<file path="src/cpuamd_cfg.svh">
// Constants for the addressing-mode decoder: prebytes, opcode rows, limits
`ifndef CPUAMD_CFG_SVH
`define CPUAMD_CFG_SVH

// Prebyte codes
`define CPUAMD_PRE_Y 8'h90
`define CPUAMD_PRE_IND 8'h92
`define CPUAMD_PRE_IND_Y 8'h91

// Low-power inherent opcodes
`define CPUAMD_OPC_WAIT 8'h8f
`define CPUAMD_OPC_HALT 8'h8e

// Opcode high-nibble rows
`define CPUAMD_ROW_BTJ 4'h0
`define CPUAMD_ROW_BIT 4'h1
`define CPUAMD_ROW_JREL 4'h2
`define CPUAMD_ROW_RMW_DIR 4'h3
`define CPUAMD_ROW_RMW_IDXS 4'h6
`define CPUAMD_ROW_RMW_IDX0 4'h7
`define CPUAMD_ROW_IMM 4'ha
`define CPUAMD_ROW_DIR 4'hb
`define CPUAMD_ROW_DIRL 4'hc
`define CPUAMD_ROW_IDXL 4'hd
`define CPUAMD_ROW_IDXS 4'he
`define CPUAMD_ROW_IDX0 4'hf

// Address limits and counts
`define CPUAMD_PAGE0 8'h00
`define CPUAMD_SHORT_IDX_MAX 16'h01fe
`define CPUAMD_ONE_BYTE 3'h1
`define CPUAMD_LEN_OPC 3'h1
`define CPUAMD_LEN_PRE 3'h1

`endif

</file>
<file path="src/cpuamd_pkg.sv">
// Types for the addressing-mode decoder
package cpuamd_pkg;

  typedef enum logic [4:0] {
    AM_INHERENT = 5'h00,
    AM_IMMEDIATE = 5'h01,
    AM_DIR_SHORT = 5'h02,
    AM_DIR_LONG = 5'h03,
    AM_IDX_NONE = 5'h04,
    AM_IDX_SHORT = 5'h05,
    AM_IDX_LONG = 5'h06,
    AM_IND_SHORT = 5'h07,
    AM_IND_LONG = 5'h08,
    AM_IND_IDX_SHORT = 5'h09,
    AM_IND_IDX_LONG = 5'h0a,
    AM_REL_DIR = 5'h0b,
    AM_REL_IND = 5'h0c,
    AM_BIT_DIR = 5'h0d,
    AM_BIT_IND = 5'h0e,
    AM_BIT_DIR_REL = 5'h0f,
    AM_BIT_IND_REL = 5'h10
  } cpuamd_mode_e;

  typedef enum logic [1:0] {
    PRE_NONE = 2'h0,
    PRE_Y = 2'h1,
    PRE_IND = 2'h2,
    PRE_IND_Y = 2'h3
  } cpuamd_pre_e;

  typedef enum logic [5:0] {
    S_OPC = 6'b000001,
    S_OPR1 = 6'b000010,
    S_OPR2 = 6'b000100,
    S_PTR1 = 6'b001000,
    S_PTR2 = 6'b010000,
    S_DONE = 6'b100000
  } cpuamd_state_e;

  typedef struct packed {
    logic [7:0] data;
    logic [15:0] addr;
  } cpuamd_prog_s;

  typedef struct packed {
    cpuamd_mode_e mode;
    cpuamd_pre_e pre;
    logic use_y;
    logic rmw;
    logic [2:0] length;
    logic [7:0] operand;
    logic [15:0] ea;
    logic [15:0] pc_next;
    logic [15:0] target;
  } cpuamd_result_s;

endpackage

</file>
<file path="src/cpuamd_addr_add.sv">
// Address adder: 16-bit base plus 8-bit addend, unsigned or sign-extended
`timescale 1ns/100ps
module cpuamd_addr_add (
  input wire logic [15:0] base,
  input wire logic [7:0] addend,
  input wire logic sign_ext,
  output logic [15:0] sum
);
  logic [15:0] wide;

  always_comb begin
    wide = {(sign_ext ? {8{addend[7]}} : 8'h00), addend};
    // Carry out of bit 15 wraps, as the address space does
    sum = base + wide;
  end
endmodule

</file>
<file path="src/cpuamd_decoder.sv">
// Addressing-mode decoder and effective-address former for the 8-bit core
`timescale 1ns/100ps
`include "cpuamd_cfg.svh"
module cpuamd_decoder
  import cpuamd_pkg::*;
(
  input wire logic core_clk,
  input wire logic rst_n,
  input wire logic prog_valid,
  input wire cpuamd_prog_s prog,
  output logic prog_ready,
  output logic mem_rd_req,
  output logic [15:0] mem_rd_addr,
  input wire logic mem_rd_valid,
  input wire logic [7:0] mem_rd_data,
  input wire logic [7:0] idx_x,
  input wire logic [7:0] idx_y,
  output logic dec_valid,
  output cpuamd_result_s dec,
  output logic wait_req,
  output logic halt_req
);

  function automatic logic is_prebyte(input logic [7:0] b);
    is_prebyte = (b == `CPUAMD_PRE_Y) || (b == `CPUAMD_PRE_IND) || (b == `CPUAMD_PRE_IND_Y);
  endfunction

  function automatic cpuamd_pre_e pre_of(input logic [7:0] b);
    if (b == `CPUAMD_PRE_Y) begin
      pre_of = PRE_Y;
    end else if (b == `CPUAMD_PRE_IND) begin
      pre_of = PRE_IND;
    end else if (b == `CPUAMD_PRE_IND_Y) begin
      pre_of = PRE_IND_Y;
    end else begin
      pre_of = PRE_NONE;
    end
  endfunction

  // Every read-modify-write row maps to a short or pointer-byte form only
  function automatic cpuamd_mode_e mode_of(input cpuamd_pre_e p, input logic [7:0] op);
    logic ind;
    ind = (p == PRE_IND) || (p == PRE_IND_Y);
    case (op[7:4])
      `CPUAMD_ROW_BTJ: mode_of = ind ? AM_BIT_IND_REL : AM_BIT_DIR_REL;
      `CPUAMD_ROW_BIT: mode_of = ind ? AM_BIT_IND : AM_BIT_DIR;
      `CPUAMD_ROW_JREL: mode_of = ind ? AM_REL_IND : AM_REL_DIR;
      `CPUAMD_ROW_RMW_DIR: mode_of = ind ? AM_IND_SHORT : AM_DIR_SHORT;
      `CPUAMD_ROW_RMW_IDXS: mode_of = ind ? AM_IND_IDX_SHORT : AM_IDX_SHORT;
      `CPUAMD_ROW_RMW_IDX0: mode_of = AM_IDX_NONE;
      `CPUAMD_ROW_IMM: mode_of = AM_IMMEDIATE;
      `CPUAMD_ROW_DIR: mode_of = ind ? AM_IND_SHORT : AM_DIR_SHORT;
      `CPUAMD_ROW_DIRL: mode_of = ind ? AM_IND_LONG : AM_DIR_LONG;
      `CPUAMD_ROW_IDXL: mode_of = ind ? AM_IND_IDX_LONG : AM_IDX_LONG;
      `CPUAMD_ROW_IDXS: mode_of = ind ? AM_IND_IDX_SHORT : AM_IDX_SHORT;
      `CPUAMD_ROW_IDX0: mode_of = AM_IDX_NONE;
      default: mode_of = AM_INHERENT;
    endcase
  endfunction

  function automatic logic is_rmw_row(input logic [7:0] op);
    is_rmw_row = (op[7:4] == `CPUAMD_ROW_BTJ) || (op[7:4] == `CPUAMD_ROW_BIT)
      || (op[7:4] == `CPUAMD_ROW_RMW_DIR) || (op[7:4] == `CPUAMD_ROW_RMW_IDXS)
      || (op[7:4] == `CPUAMD_ROW_RMW_IDX0);
  endfunction

  // Bytes that follow the opcode in the program stream
  function automatic logic [1:0] opnd_bytes(input cpuamd_mode_e m);
    case (m)
      AM_INHERENT, AM_IDX_NONE: opnd_bytes = 2'h0;
      AM_DIR_LONG, AM_IDX_LONG: opnd_bytes = 2'h2;
      AM_BIT_DIR_REL, AM_BIT_IND_REL: opnd_bytes = 2'h2;
      default: opnd_bytes = 2'h1;
    endcase
  endfunction

  // Pointer bytes read from page zero
  function automatic logic [1:0] ptr_reads(input cpuamd_mode_e m);
    case (m)
      AM_IND_LONG, AM_IND_IDX_LONG: ptr_reads = 2'h2;
      AM_IND_SHORT, AM_IND_IDX_SHORT, AM_REL_IND: ptr_reads = 2'h1;
      AM_BIT_IND, AM_BIT_IND_REL: ptr_reads = 2'h1;
      default: ptr_reads = 2'h0;
    endcase
  endfunction

  cpuamd_state_e state, next_state;
  cpuamd_pre_e pre, next_pre;
  cpuamd_mode_e mode, next_mode;
  logic [7:0] opc, next_opc, b1, next_b1, b2, next_b2, p0, next_p0, p1, next_p1;
  logic [15:0] last_addr, next_last_addr;
  logic [2:0] len, next_len;
  logic take;

  assign take = prog_valid && prog_ready;

  always_comb begin
    next_state = state;
    next_pre = pre;
    next_mode = mode;
    next_opc = opc;
    next_b1 = b1;
    next_b2 = b2;
    next_p0 = p0;
    next_p1 = p1;
    next_last_addr = last_addr;
    next_len = len;
    case (state)
      S_OPC: begin
        if (take) begin
          next_last_addr = prog.addr;
          next_len = 3'(len + `CPUAMD_ONE_BYTE);
          // A second prebyte is taken as an opcode, not stacked
          if (pre == PRE_NONE && is_prebyte(prog.data)) begin
            next_pre = pre_of(prog.data);
          end else begin
            next_opc = prog.data;
            next_mode = mode_of(pre, prog.data);
            if (opnd_bytes(next_mode) != 2'h0) begin
              next_state = S_OPR1;
            end else begin
              next_state = S_DONE;
            end
          end
        end
      end
      S_OPR1: begin
        if (take) begin
          next_b1 = prog.data;
          next_last_addr = prog.addr;
          next_len = 3'(len + `CPUAMD_ONE_BYTE);
          if (opnd_bytes(mode) == 2'h2) begin
            next_state = S_OPR2;
          end else if (ptr_reads(mode) != 2'h0) begin
            next_state = S_PTR1;
          end else begin
            next_state = S_DONE;
          end
        end
      end
      S_OPR2: begin
        if (take) begin
          next_b2 = prog.data;
          next_last_addr = prog.addr;
          next_len = 3'(len + `CPUAMD_ONE_BYTE);
          next_state = (ptr_reads(mode) != 2'h0) ? S_PTR1 : S_DONE;
        end
      end
      S_PTR1: begin
        if (mem_rd_valid) begin
          next_p0 = mem_rd_data;
          next_state = (ptr_reads(mode) == 2'h2) ? S_PTR2 : S_DONE;
        end
      end
      S_PTR2: begin
        if (mem_rd_valid) begin
          next_p1 = mem_rd_data;
          next_state = S_DONE;
        end
      end
      S_DONE: begin
        next_state = S_OPC;
        next_pre = PRE_NONE;
        next_len = 3'h0;
      end
      default: begin
        next_state = S_OPC;
        next_pre = PRE_NONE;
        next_len = 3'h0;
      end
    endcase
  end

  always_ff @(posedge core_clk or negedge rst_n) begin
    if (!rst_n) begin
      state <= S_OPC;
      pre <= PRE_NONE;
      mode <= AM_INHERENT;
      opc <= 8'h00;
      b1 <= 8'h00;
      b2 <= 8'h00;
      p0 <= 8'h00;
      p1 <= 8'h00;
      last_addr <= 16'h0000;
      len <= 3'h0;
    end else begin
      state <= next_state;
      pre <= next_pre;
      mode <= next_mode;
      opc <= next_opc;
      b1 <= next_b1;
      b2 <= next_b2;
      p0 <= next_p0;
      p1 <= next_p1;
      last_addr <= next_last_addr;
      len <= next_len;
    end
  end

  // Effective address and relative target
  logic use_y, use_idx, rmw;
  logic [7:0] idx, rel_off;
  logic [15:0] ea_base, ea_sum, pc_next, tgt_sum;

  always_comb begin
    use_y = (pre == PRE_Y) || (pre == PRE_IND_Y);
    idx = use_y ? idx_y : idx_x;
    use_idx = 1'b0;
    ea_base = 16'h0000;
    rel_off = 8'h00;
    case (mode)
      AM_DIR_SHORT, AM_BIT_DIR, AM_BIT_DIR_REL, AM_REL_IND: ea_base = {`CPUAMD_PAGE0, b1};
      AM_DIR_LONG: ea_base = {b1, b2};
      AM_IDX_NONE: use_idx = 1'b1;
      AM_IDX_SHORT: begin
        ea_base = {`CPUAMD_PAGE0, b1};
        use_idx = 1'b1;
      end
      AM_IDX_LONG: begin
        ea_base = {b1, b2};
        use_idx = 1'b1;
      end
      AM_IND_SHORT, AM_BIT_IND, AM_BIT_IND_REL: ea_base = {`CPUAMD_PAGE0, p0};
      AM_IND_LONG: ea_base = {p0, p1};
      AM_IND_IDX_SHORT: begin
        ea_base = {`CPUAMD_PAGE0, p0};
        use_idx = 1'b1;
      end
      AM_IND_IDX_LONG: begin
        ea_base = {p0, p1};
        use_idx = 1'b1;
      end
      default: ea_base = 16'h0000;
    endcase
    case (mode)
      AM_REL_DIR: rel_off = b1;
      AM_REL_IND: rel_off = p0;
      AM_BIT_DIR_REL, AM_BIT_IND_REL: rel_off = b2;
      default: rel_off = 8'h00;
    endcase
    rmw = is_rmw_row(opc);
    // Targets are taken from the byte after the instruction's last byte
    pc_next = 16'(last_addr + 16'h0001);
  end

  cpuamd_addr_add u_ea_add (
    .base(ea_base),
    .addend(use_idx ? idx : 8'h00),
    .sign_ext(1'b0),
    .sum(ea_sum)
  );

  cpuamd_addr_add u_tgt_add (
    .base(pc_next),
    .addend(rel_off),
    .sign_ext(1'b1),
    .sum(tgt_sum)
  );

  // Output group
  logic next_prog_ready, next_mem_rd_req, next_dec_valid, next_wait_req, next_halt_req;
  logic [15:0] next_mem_rd_addr;
  cpuamd_result_s next_dec;

  always_comb begin
    next_prog_ready = (next_state == S_OPC) || (next_state == S_OPR1) || (next_state == S_OPR2);
    // Request stands until the answer; a word pointer re-requests at once
    next_mem_rd_req = (next_state == S_PTR1) || (next_state == S_PTR2);
    next_mem_rd_addr = (next_state == S_PTR2) ? {`CPUAMD_PAGE0, 8'(next_b1 + 8'h01)}
                                              : {`CPUAMD_PAGE0, next_b1};
    next_dec_valid = (state == S_DONE);
    next_dec = dec;
    next_wait_req = 1'b0;
    next_halt_req = 1'b0;
    if (state == S_DONE) begin
      next_dec.mode = mode;
      next_dec.pre = pre;
      next_dec.use_y = use_y;
      next_dec.rmw = rmw;
      next_dec.length = len;
      next_dec.operand = (mode == AM_IMMEDIATE) ? b1 : rel_off;
      next_dec.ea = ea_sum;
      next_dec.pc_next = pc_next;
      next_dec.target = tgt_sum;
      next_wait_req = (pre == PRE_NONE) && (opc == `CPUAMD_OPC_WAIT);
      next_halt_req = (pre == PRE_NONE) && (opc == `CPUAMD_OPC_HALT);
    end
  end

  always_ff @(posedge core_clk or negedge rst_n) begin
    if (!rst_n) begin
      prog_ready <= 1'b0;
      mem_rd_req <= 1'b0;
      mem_rd_addr <= 16'h0000;
      dec_valid <= 1'b0;
      dec <= '0;
      wait_req <= 1'b0;
      halt_req <= 1'b0;
    end else begin
      prog_ready <= next_prog_ready;
      mem_rd_req <= next_mem_rd_req;
      mem_rd_addr <= next_mem_rd_addr;
      dec_valid <= next_dec_valid;
      dec <= next_dec;
      wait_req <= next_wait_req;
      halt_req <= next_halt_req;
    end
  end

  function automatic logic [2:0] len_of_pre(input cpuamd_pre_e p);
    len_of_pre = (p == PRE_NONE) ? `CPUAMD_LEN_OPC : 3'(`CPUAMD_LEN_OPC + `CPUAMD_LEN_PRE);
  endfunction
endmodule

</file>
<file path="config.mk">
export PLATFORM = sky130hd
export DESIGN_NAME = cpuamd_decoder
export DESIGN_NICKNAME = d
export VERILOG_FILES = /design/src/cpuamd_pkg.sv /design/src/cpuamd_addr_add.sv /design/src/cpuamd_decoder.sv
export VERILOG_INCLUDE_DIRS = /design/src
export SDC_FILE = /design/constraint.sdc
export NUM_CORES = 1
export LEC_CHECK = 0
export BUFFER_PORTS_ARGS = -buffer_cell sky130_fd_sc_hd__buf_2
export CAP_MARGIN = 20
export CORE_ASPECT_RATIO = 1.2
export CORE_MARGIN = 3
export CORE_UTILIZATION = 63
export CTS_BUF_LIST = sky130_fd_sc_hd__clkbuf_8
export CTS_CLUSTER_DIAMETER = 150
export DETAILED_ROUTE_END_ITERATION = 7
export GPL_ROUTABILITY_DRIVEN = 0
export PLACE_DENSITY = 0.85
export RECOVER_POWER = 25
export SETUP_SLACK_MARGIN = 0.02
export SYNTH_ARGS = -nofsm -noshare
export SYNTH_HDL_FRONTEND = slang
export SYNTH_SLANG_ARGS = --single-unit
export TNS_END_PERCENT = 20
</file>
<file path="constraint.sdc">
create_clock -name core_clk -period 5.5 [get_ports core_clk]
set_input_delay 0.55 -clock core_clk [delete_from_list [all_inputs] [get_ports core_clk]]
set_output_delay 0.55 -clock core_clk [all_outputs]
set_load 0.01 [all_outputs]
</file>
==> impl_metrics.yaml, run 1 <==
detailed_routing:
  first_pass_iters: 8
  drcViolationCount: 1
  drtIter0Drc: 661
  vias: 6952
  wl_per_cell_um: 17.9
  routed_wl_um: 20700
  viasPerCell: 5.99
  antenna_left: 0
worst_setup_path:
  worstSetupPathType: "reg2reg"
  worstPathRequired_ns: 5.81
  cp.arrival_ns: 4.48
  max_stage_delay_ns: 0.54
  endpoint: "dec[44]"
  reg2reg_from: "mode[3]"
  crit_slowest_cell: "dfrtp_1"
  cp-start-kind: "flop"
  path_max_fanout: 12
  worstRegToRegCells: 16
  crit_buf_inv: 1
  endpoint_kind: "flop"
  rrSetupSlack_ns: 1.33
  r2r-end: "dec[44]"
  path_cells: "nand2b_1, a21oi_1, a31oi_1, o21ai_1, a222oi_1, o21ai_0, ha_1, inv_1, fa_1, nor2b_1, o21ai_0, a21boi_0, o211ai_1, nor3b_1, xnor2_1, o21ai_1"
  cp_top_family: "compound AO/OA/AOI/OAI gates"
  startpoint: "mode[3]"
  crit_cells: 16
synth:
  ys_seq_area_share_pct: 45.7
  synth_area_mm2: 0.00838
  ys_types: 73
  async_reset_ff_share_pct: 100
  synth_cells: 869
  synth.top_cell.area_share_pct: 45.4
  synthFlopType: "dfrtp_1"
  synth-simple-area-share_pct: 16.7
  yosysTopAreaCell: "dfrtp_1"
  ys_ff_latch: 153
  synth_xor_area_share_pct: 5.54
  synth-compound-area-share_pct: 14.2
  yosysWarningCount: 0
  synth_most_common_cell: "nand2_1"
  synth_adder_area_share_pct: 4.48
  synthTopCellsByArea: "dfrtp_1 45%, mux2_2 7.5%, nand2_1 7.4%, o21ai_0 5.0%, ha_1 3.9%"
  synth.area.mux_share_pct: 8.97
  synth_top_family_by_area: "simple AND/OR/NAND/NOR gates"
  yosys-top-cells-count: "166 x nand2_1, 152 x dfrtp_1, 84 x o21ai_0"
  synth_edf_count: 0
  synth.avg_cell_area_um2: 9.64
final_layout:
  fin_util_pct: 74.2
  drive_gt1_share_pct: 23.9
  insertedDiodeCount: 0
  area_delta_synth_final_pct: 13.7
  nFillCells: 948
  nets: 1065
clocking:
  cts-resized-gates: 0
  cts_tree: "built"
  clk_path_buf_depth: 2
  hold_buffers: 0
  h-tree-depth: 4
  cts.clk_slew.worst_paths_ns: 0.08
  numCtsBuffers: 17
  cts-root-buf: "clkbuf_8"
  cts_sinks: 153
  insertion_delay_ns: 0.46
  postCtsSetupRepairBufs: 0
worst_hold_path:
  hp-class: "in2reg"
  holdPathStages: 2
global_routing:
  grt_pass1_wl_um: 33900
  antenna_found_initial: 0
  first_global_vias: 6834
  grt_util_all_layers_pct: 28.8
  grt_overflow: 0
  grt_max_degree: 109
run_status:
  violations: "design-rule violations, max-capacitance violations, max-slew violations"
  status: "finished with violations"
sta:
  fmax_mhz: 240
  fin_tns_setup_ns: 0
  hold_violations: 0
  worst_slew_pin_slew_ns: 4.12
  rsz0062_at_grt: "false"
  slew_violations: 95
  period_minus_slack_ns: 4.17
  fin_skew_ns: 0.0110
  final.period_utilization_pct: 75.8
  setup_viol: 0
  slew_headroom_pct: -175
pwr:
  clock_power_share_pct: 22.0
  p_int_uw: 2790
  ir_drop_v: 0.000303
  swShare_pct: 37.8
  powerDensity_mw_per_mm2: 471
  combPwrFrac_pct: 37.3
  power.switching_uw: 1700
  power.leakage_uw: 0.00467
  p_seq_share_pct: 40.7
place:
  place_hpwl_um: 15400
  io_buffers: 132
floorplanning:
  boundaryPins: 141
  start_util_pct: 65.3
  coreArea_mm2: 0.0128
  die_x_um: 111
  dieArea_mm2: 0.0147
  rows: 45
  die_h_um: 132
flow_run:
  maxCapViolations: 1
-- state kept, by name, indices dropped and copies added, names as in the netlist --
name / cells
prog_ready: 1
halt_req: 1
b2: 8
p1: 8
wait_req: 1
len: 3
p0: 8
opc: 8
dec_valid: 1
dec: 68
mode: 5
pre: 2
state: 6
mem_rd_req: 1
mem_rd_addr: 8
last_addr: 16
b1: 8
-- worst min-delay path by stage --
| stage | slack [ns] | start | end |
|---|---|---|---|
| floorplan | 0.25 | rst_n | b1[0] |
| global placement | 0.44 | opc[0] | halt_req |
| detailed placement | 0.44 | opc[0] | halt_req |
| CTS | 0.18 | rst_n | dec[28] |
| global route | 0.31 | prog[6] | last_addr[6] |
| finish | 0.32 | prog[14] | last_addr[14] |
-- through the flow --
| stage | power [uW] | setup slack, ns | cell area (um^2) | cells | hold WS [ns] |
|---|---|---|---|---|---|
| 5_1_grt | 4780 | 0.614 | 9530 | 1160 | 0.306 |
| 3_3_place_gp | 3420 | 1.62 | 9070 | 1130 | 0.440 |
| 4_1_cts | 4490 | 1.41 | 9540 | 1160 | 0.181 |
| 6_report | 4490 | 1.33 | 9530 | 1160 | 0.320 |
| 3_5_place_dp | 3490 | 1.42 | 9070 | 1130 | 0.440 |
| 2_1_floorplan | 2930 | 2.11 | 8410 | 876 | 0.254 |
-- power groups by stage --
stage / logic (uW) / registers (uW) / clock network, uW
CTS: 1670 / 1820 / 1000
global route: 1850 / 1880 / 1050
detailed placement: 1650 / 1840 / 0
finish: 1670 / 1830 / 988
global placement: 1600 / 1820 / 0
floorplan: 1090 / 1840 / 0
-- cell families (layout without fill, tap and decap cells) --
family	count (synthesis)	count (layout)
compound gates	192	192
xor+xnor	53	53
fa+ha+maj	29	29
buf+inv	77	197
flops	153	153
mux	68	68
other cells	1	8
simple gates	296	296
-- layout by cell type, fill, tap and decap left out, types with 6 or more instances in the layout --
cell	instances
nor2_1	45
inv_1	31
and2_1	7
buf_2	128
xor2_1	25
a22oi_1	12
dfrtp_1	152
nor4_1	6
nand2_1	166
a31oi_1	8
nor3_1	9
o21ai_1	7
nor2b_1	10
a21o_1	14
a222oi_1	8
nand3_1	14
ha_1	26
a21oi_1	27
conb_1	8
clkbuf_8	22
o21ai_0	84
mux2i_1	11
mux2_2	56
xnor2_1	28
-- per-layer routing --
layer	wire length, um	up-vias	share of wire [%]	global-route usage (%)
li1	-	3242	-	-
met1	8290	3324	40	35.9
met4	969	0	4.7	15.1
met3	1120	71	5.4	4.55
met2	10300	315	50	48.3
met5	0	-	0	0
-- area by class of cell --
cell class / instances / area [um^2] / share of cell area [%]
Timing Repair Buffer: 137 / 699 / 7.34
Sequential cell: 153 / 3830 / 40.2
Clock buffer: 22 / 303 / 3.18
Multi-Input combinational cell: 646 / 4210 / 44.2
Clock inverter: 8 / 166 / 1.75
Inverter: 30 / 113 / 1.18
Tap cell: 164 / 205 / 2.15
Power figures use the tool's default switching activity.
==> run 2, diff against run 1 <==
--- a/config.mk
+++ b/config.mk
@@ -10,12 +10,12 @@
 export CAP_MARGIN = 20
 export CORE_ASPECT_RATIO = 1.2
 export CORE_MARGIN = 3
-export CORE_UTILIZATION = 63
+export CORE_UTILIZATION = 59
 export CTS_BUF_LIST = sky130_fd_sc_hd__clkbuf_8
 export CTS_CLUSTER_DIAMETER = 150
 export DETAILED_ROUTE_END_ITERATION = 7
 export GPL_ROUTABILITY_DRIVEN = 0
-export PLACE_DENSITY = 0.85
+export PLACE_DENSITY = 0.8
 export RECOVER_POWER = 25
 export SETUP_SLACK_MARGIN = 0.02
 export SYNTH_ARGS = -nofsm -noshare
==> constraint.sdc (replaced) <==
create_clock -name core_clk -period 3.85 [get_ports core_clk]
set_input_delay 0.385 -clock core_clk [delete_from_list [all_inputs] [get_ports core_clk]]
set_output_delay 0.385 -clock core_clk [all_outputs]
set_load 0.01 [all_outputs]
==> run 2 against run 1 <==
  * The flow finishes with violations (max-capacitance violations, max-slew violations)
  * Core utilization fell by 4.5 points
  * Hold slack got worse by 0.18 ns
  * Sequential cell count did not move
  * Combinational power up 49%
  * Via count is 1.2% lower
  * Sequential share of layout area down 0.57 points
  * Total power is 42% higher
  * Die area is 6.4% higher
  * Clock skew decreased by 0.0022 ns
  * Design area rose by 1.5%
  * Maximum frequency up 17%
  * Sequential power rose by 40%
  * Highest routed layer unchanged
==> impl_metrics.yaml, run 2 (synthesis gave the netlist of run 1 again) <==
global_routing:
  grt_util_all_layers_pct: 27.9
  grt_overflow: 0
  antenna_found_initial: 0
  first_global_vias: 6972
  grt_pass1_wl_um: 34200
  grt_max_degree: 88
sta:
  worst_slew_pin_slew_ns: 2.13
  fmax_mhz: 280
  rsz0062_at_grt: "false"
  slew_violations: 87
  period_minus_slack_ns: 3.57
  fin_tns_setup_ns: 0
  slew_headroom_pct: -42.0
  setup_viol: 0
  fin_skew_ns: 0.00882
  hold_ws_ns: 0.143
  final.period_utilization_pct: 92.6
  hold_violations: 0
worst_setup_path:
  cp.arrival_ns: 3.90
  startpoint: "mode[3]"
  path_max_fanout: 8
  reg2reg_from: "mode[3]"
  endpoint_kind: "flop"
  worstPathRequired_ns: 4.18
  cp-start-kind: "flop"
  worstRegToRegCells: 15
  r2r-end: "dec[47]"
  rrSetupSlack_ns: 0.28
  worstSetupPathType: "reg2reg"
flow_run:
  maxCapViolations: 1
pwr:
  combPwrFrac_pct: 39.1
  ir_drop_v: 0.000316
  power.switching_uw: 2430
  finalPower_uw: 6350
  clock_power_share_pct: 20.4
  power.leakage_uw: 0.00476
  p_seq_share_pct: 40.5
  swShare_pct: 38.3
  powerDensity_mw_per_mm2: 656
  p_int_uw: 3920
clocking:
  cts_tree: "built"
  numCtsBuffers: 17
  h-tree-depth: 4
  cts.clk_slew.worst_paths_ns: 0.07
  clk_path_buf_depth: 2
  cts_sinks: 153
  insertion_delay_ns: 0.46
  cts-root-buf: "clkbuf_8"
floorplanning:
  start_util_pct: 60.4
  rows: 47
  dieArea_mm2: 0.0157
  die_x_um: 115
  die_h_um: 137
  coreArea_mm2: 0.0139
  boundaryPins: 141
worst_hold_path:
  worstHoldEndpoint: "last_addr[0]"
  hp-class: "in2reg"
  hp-start: "prog[0]"
  holdPathStages: 3
run_status:
  violations: "max-capacitance violations, max-slew violations"
  status: "finished with violations"
detailed_routing:
  drtIter0Drc: 650
  drcViolationCount: 0
  viasPerCell: 5.77
  routed_wl_um: 20600
  wl_per_cell_um: 17.3
  antenna_left: 0
  first_pass_iters: 8
  vias: 6872
final_layout:
  insertedDiodeCount: 0
  largest_reg_flops: 68
  top_regs: "dec (68), last_addr (16)"
  area_delta_synth_final_pct: 15.5
  top_register: "dec"
  final_cells: 1191
  nets: 1087
  drive_gt1_share_pct: 25.1
  mostFrequentLayoutCells: "166 x nand2_1, 149 x dfrtp_1, 121 x buf_2"
  layout_commonest_cell: "nand2_1"
place:
  io_buffers: 132
  dp.cells: 1157
  place_hpwl_um: 15800
run 2: cell count changes in the layout (fill, tap and decap cells not counted), sizes merged:
cell           previous run  this run
clkinvlp                  1         0
clkbuf                   25        30
clkdlybuf4s25             1         0
clkinv                    1         5
dlygate4sd3               0         1
buf                     133       147
bufinv                    5         4
inv                      31        34
run 2: worst max-delay path, cell delays in order, from the launching register on:
cell and delay [ns]:
dfrtp_2 0.47, nand2b_1 0.19, a21oi_1 0.08, a31oi_1 0.18
o21ai_2 0.13, buf_12 0.15, a222oi_1 0.37, o21ai_0 0.19
ha_1 0.37, o21ai_0 0.13, o21ai_1 0.19, a41oi_1 0.18
or3b_4 0.44, nor3_2 0.13, xor2_1 0.16, o21ai_1 0.07
run 2: repair_timing:
item / 4_1_cts / 5_1_grt
gates resized for setup: 0 / 6
hold buffers: 1 / 0
hold endpoints to repair: 15 / 0
buffers inserted: 0 / 1
endpoints found under the setup margin: 0 / 10
run 2: layer usage:
layer / share of wire, % / GRT usage [%] / vias to the layer above
li1: - / - / 3293
met1: 41 / 34.6 / 3274
met2: 49 / 47.2 / 247
met3: 5.4 / 4.82 / 58
met4: 4.2 / 13.2 / 0
met5: 0 / 0 / -
run 2: cell type report:
| type | instances | area [um^2] |
|---|---|---|
| inverter | 30 | 113 |
| tap | 171 | 214 |
| clock buffer | 19 | 262 |
| clock inverter | 13 | 160 |
| sequential | 153 | 3830 |
| multi-input combinational | 646 | 4220 |
| timing repair buffer | 159 | 878 |
| fill | 1112 | 4200 |
run 2: worst max-delay path by stage:
stage	end	slack [ns]	cells after the start
6_report	dec[47]	0.28	15
3_5_place_dp	dec[44]	0.18	16
2_1_floorplan	dec[46]	0.46	17
5_1_grt	dec[47]	0.0007	15
4_1_cts	dec[44]	0.16	16
3_3_place_gp	dec[46]	0.30	16
run 2: power by group through the flow:
| stage | Sequential, uW | Clock, uW | Combinational, uW |
|---|---|---|---|
| after floorplan | 2620 | 0 | 1560 |
| after global placement | 2570 | 0 | 2410 |
| after detailed placement | 2590 | 0 | 2470 |
| after CTS | 2560 | 1320 | 2490 |
| after global routing | 2650 | 1380 | 2790 |
| final | 2570 | 1290 | 2490 |
run 2: stage by stage:
step           area (um^2)  worst slack, ns  utilization, %
2_1_floorplan         8410            0.461               -
4_1_cts               9670            0.162            69.7
3_5_place_dp          9240            0.181            66.6
6_report              9680            0.285            69.7
5_1_grt               9680         0.000695            69.7
3_3_place_gp          9240            0.297            66.6
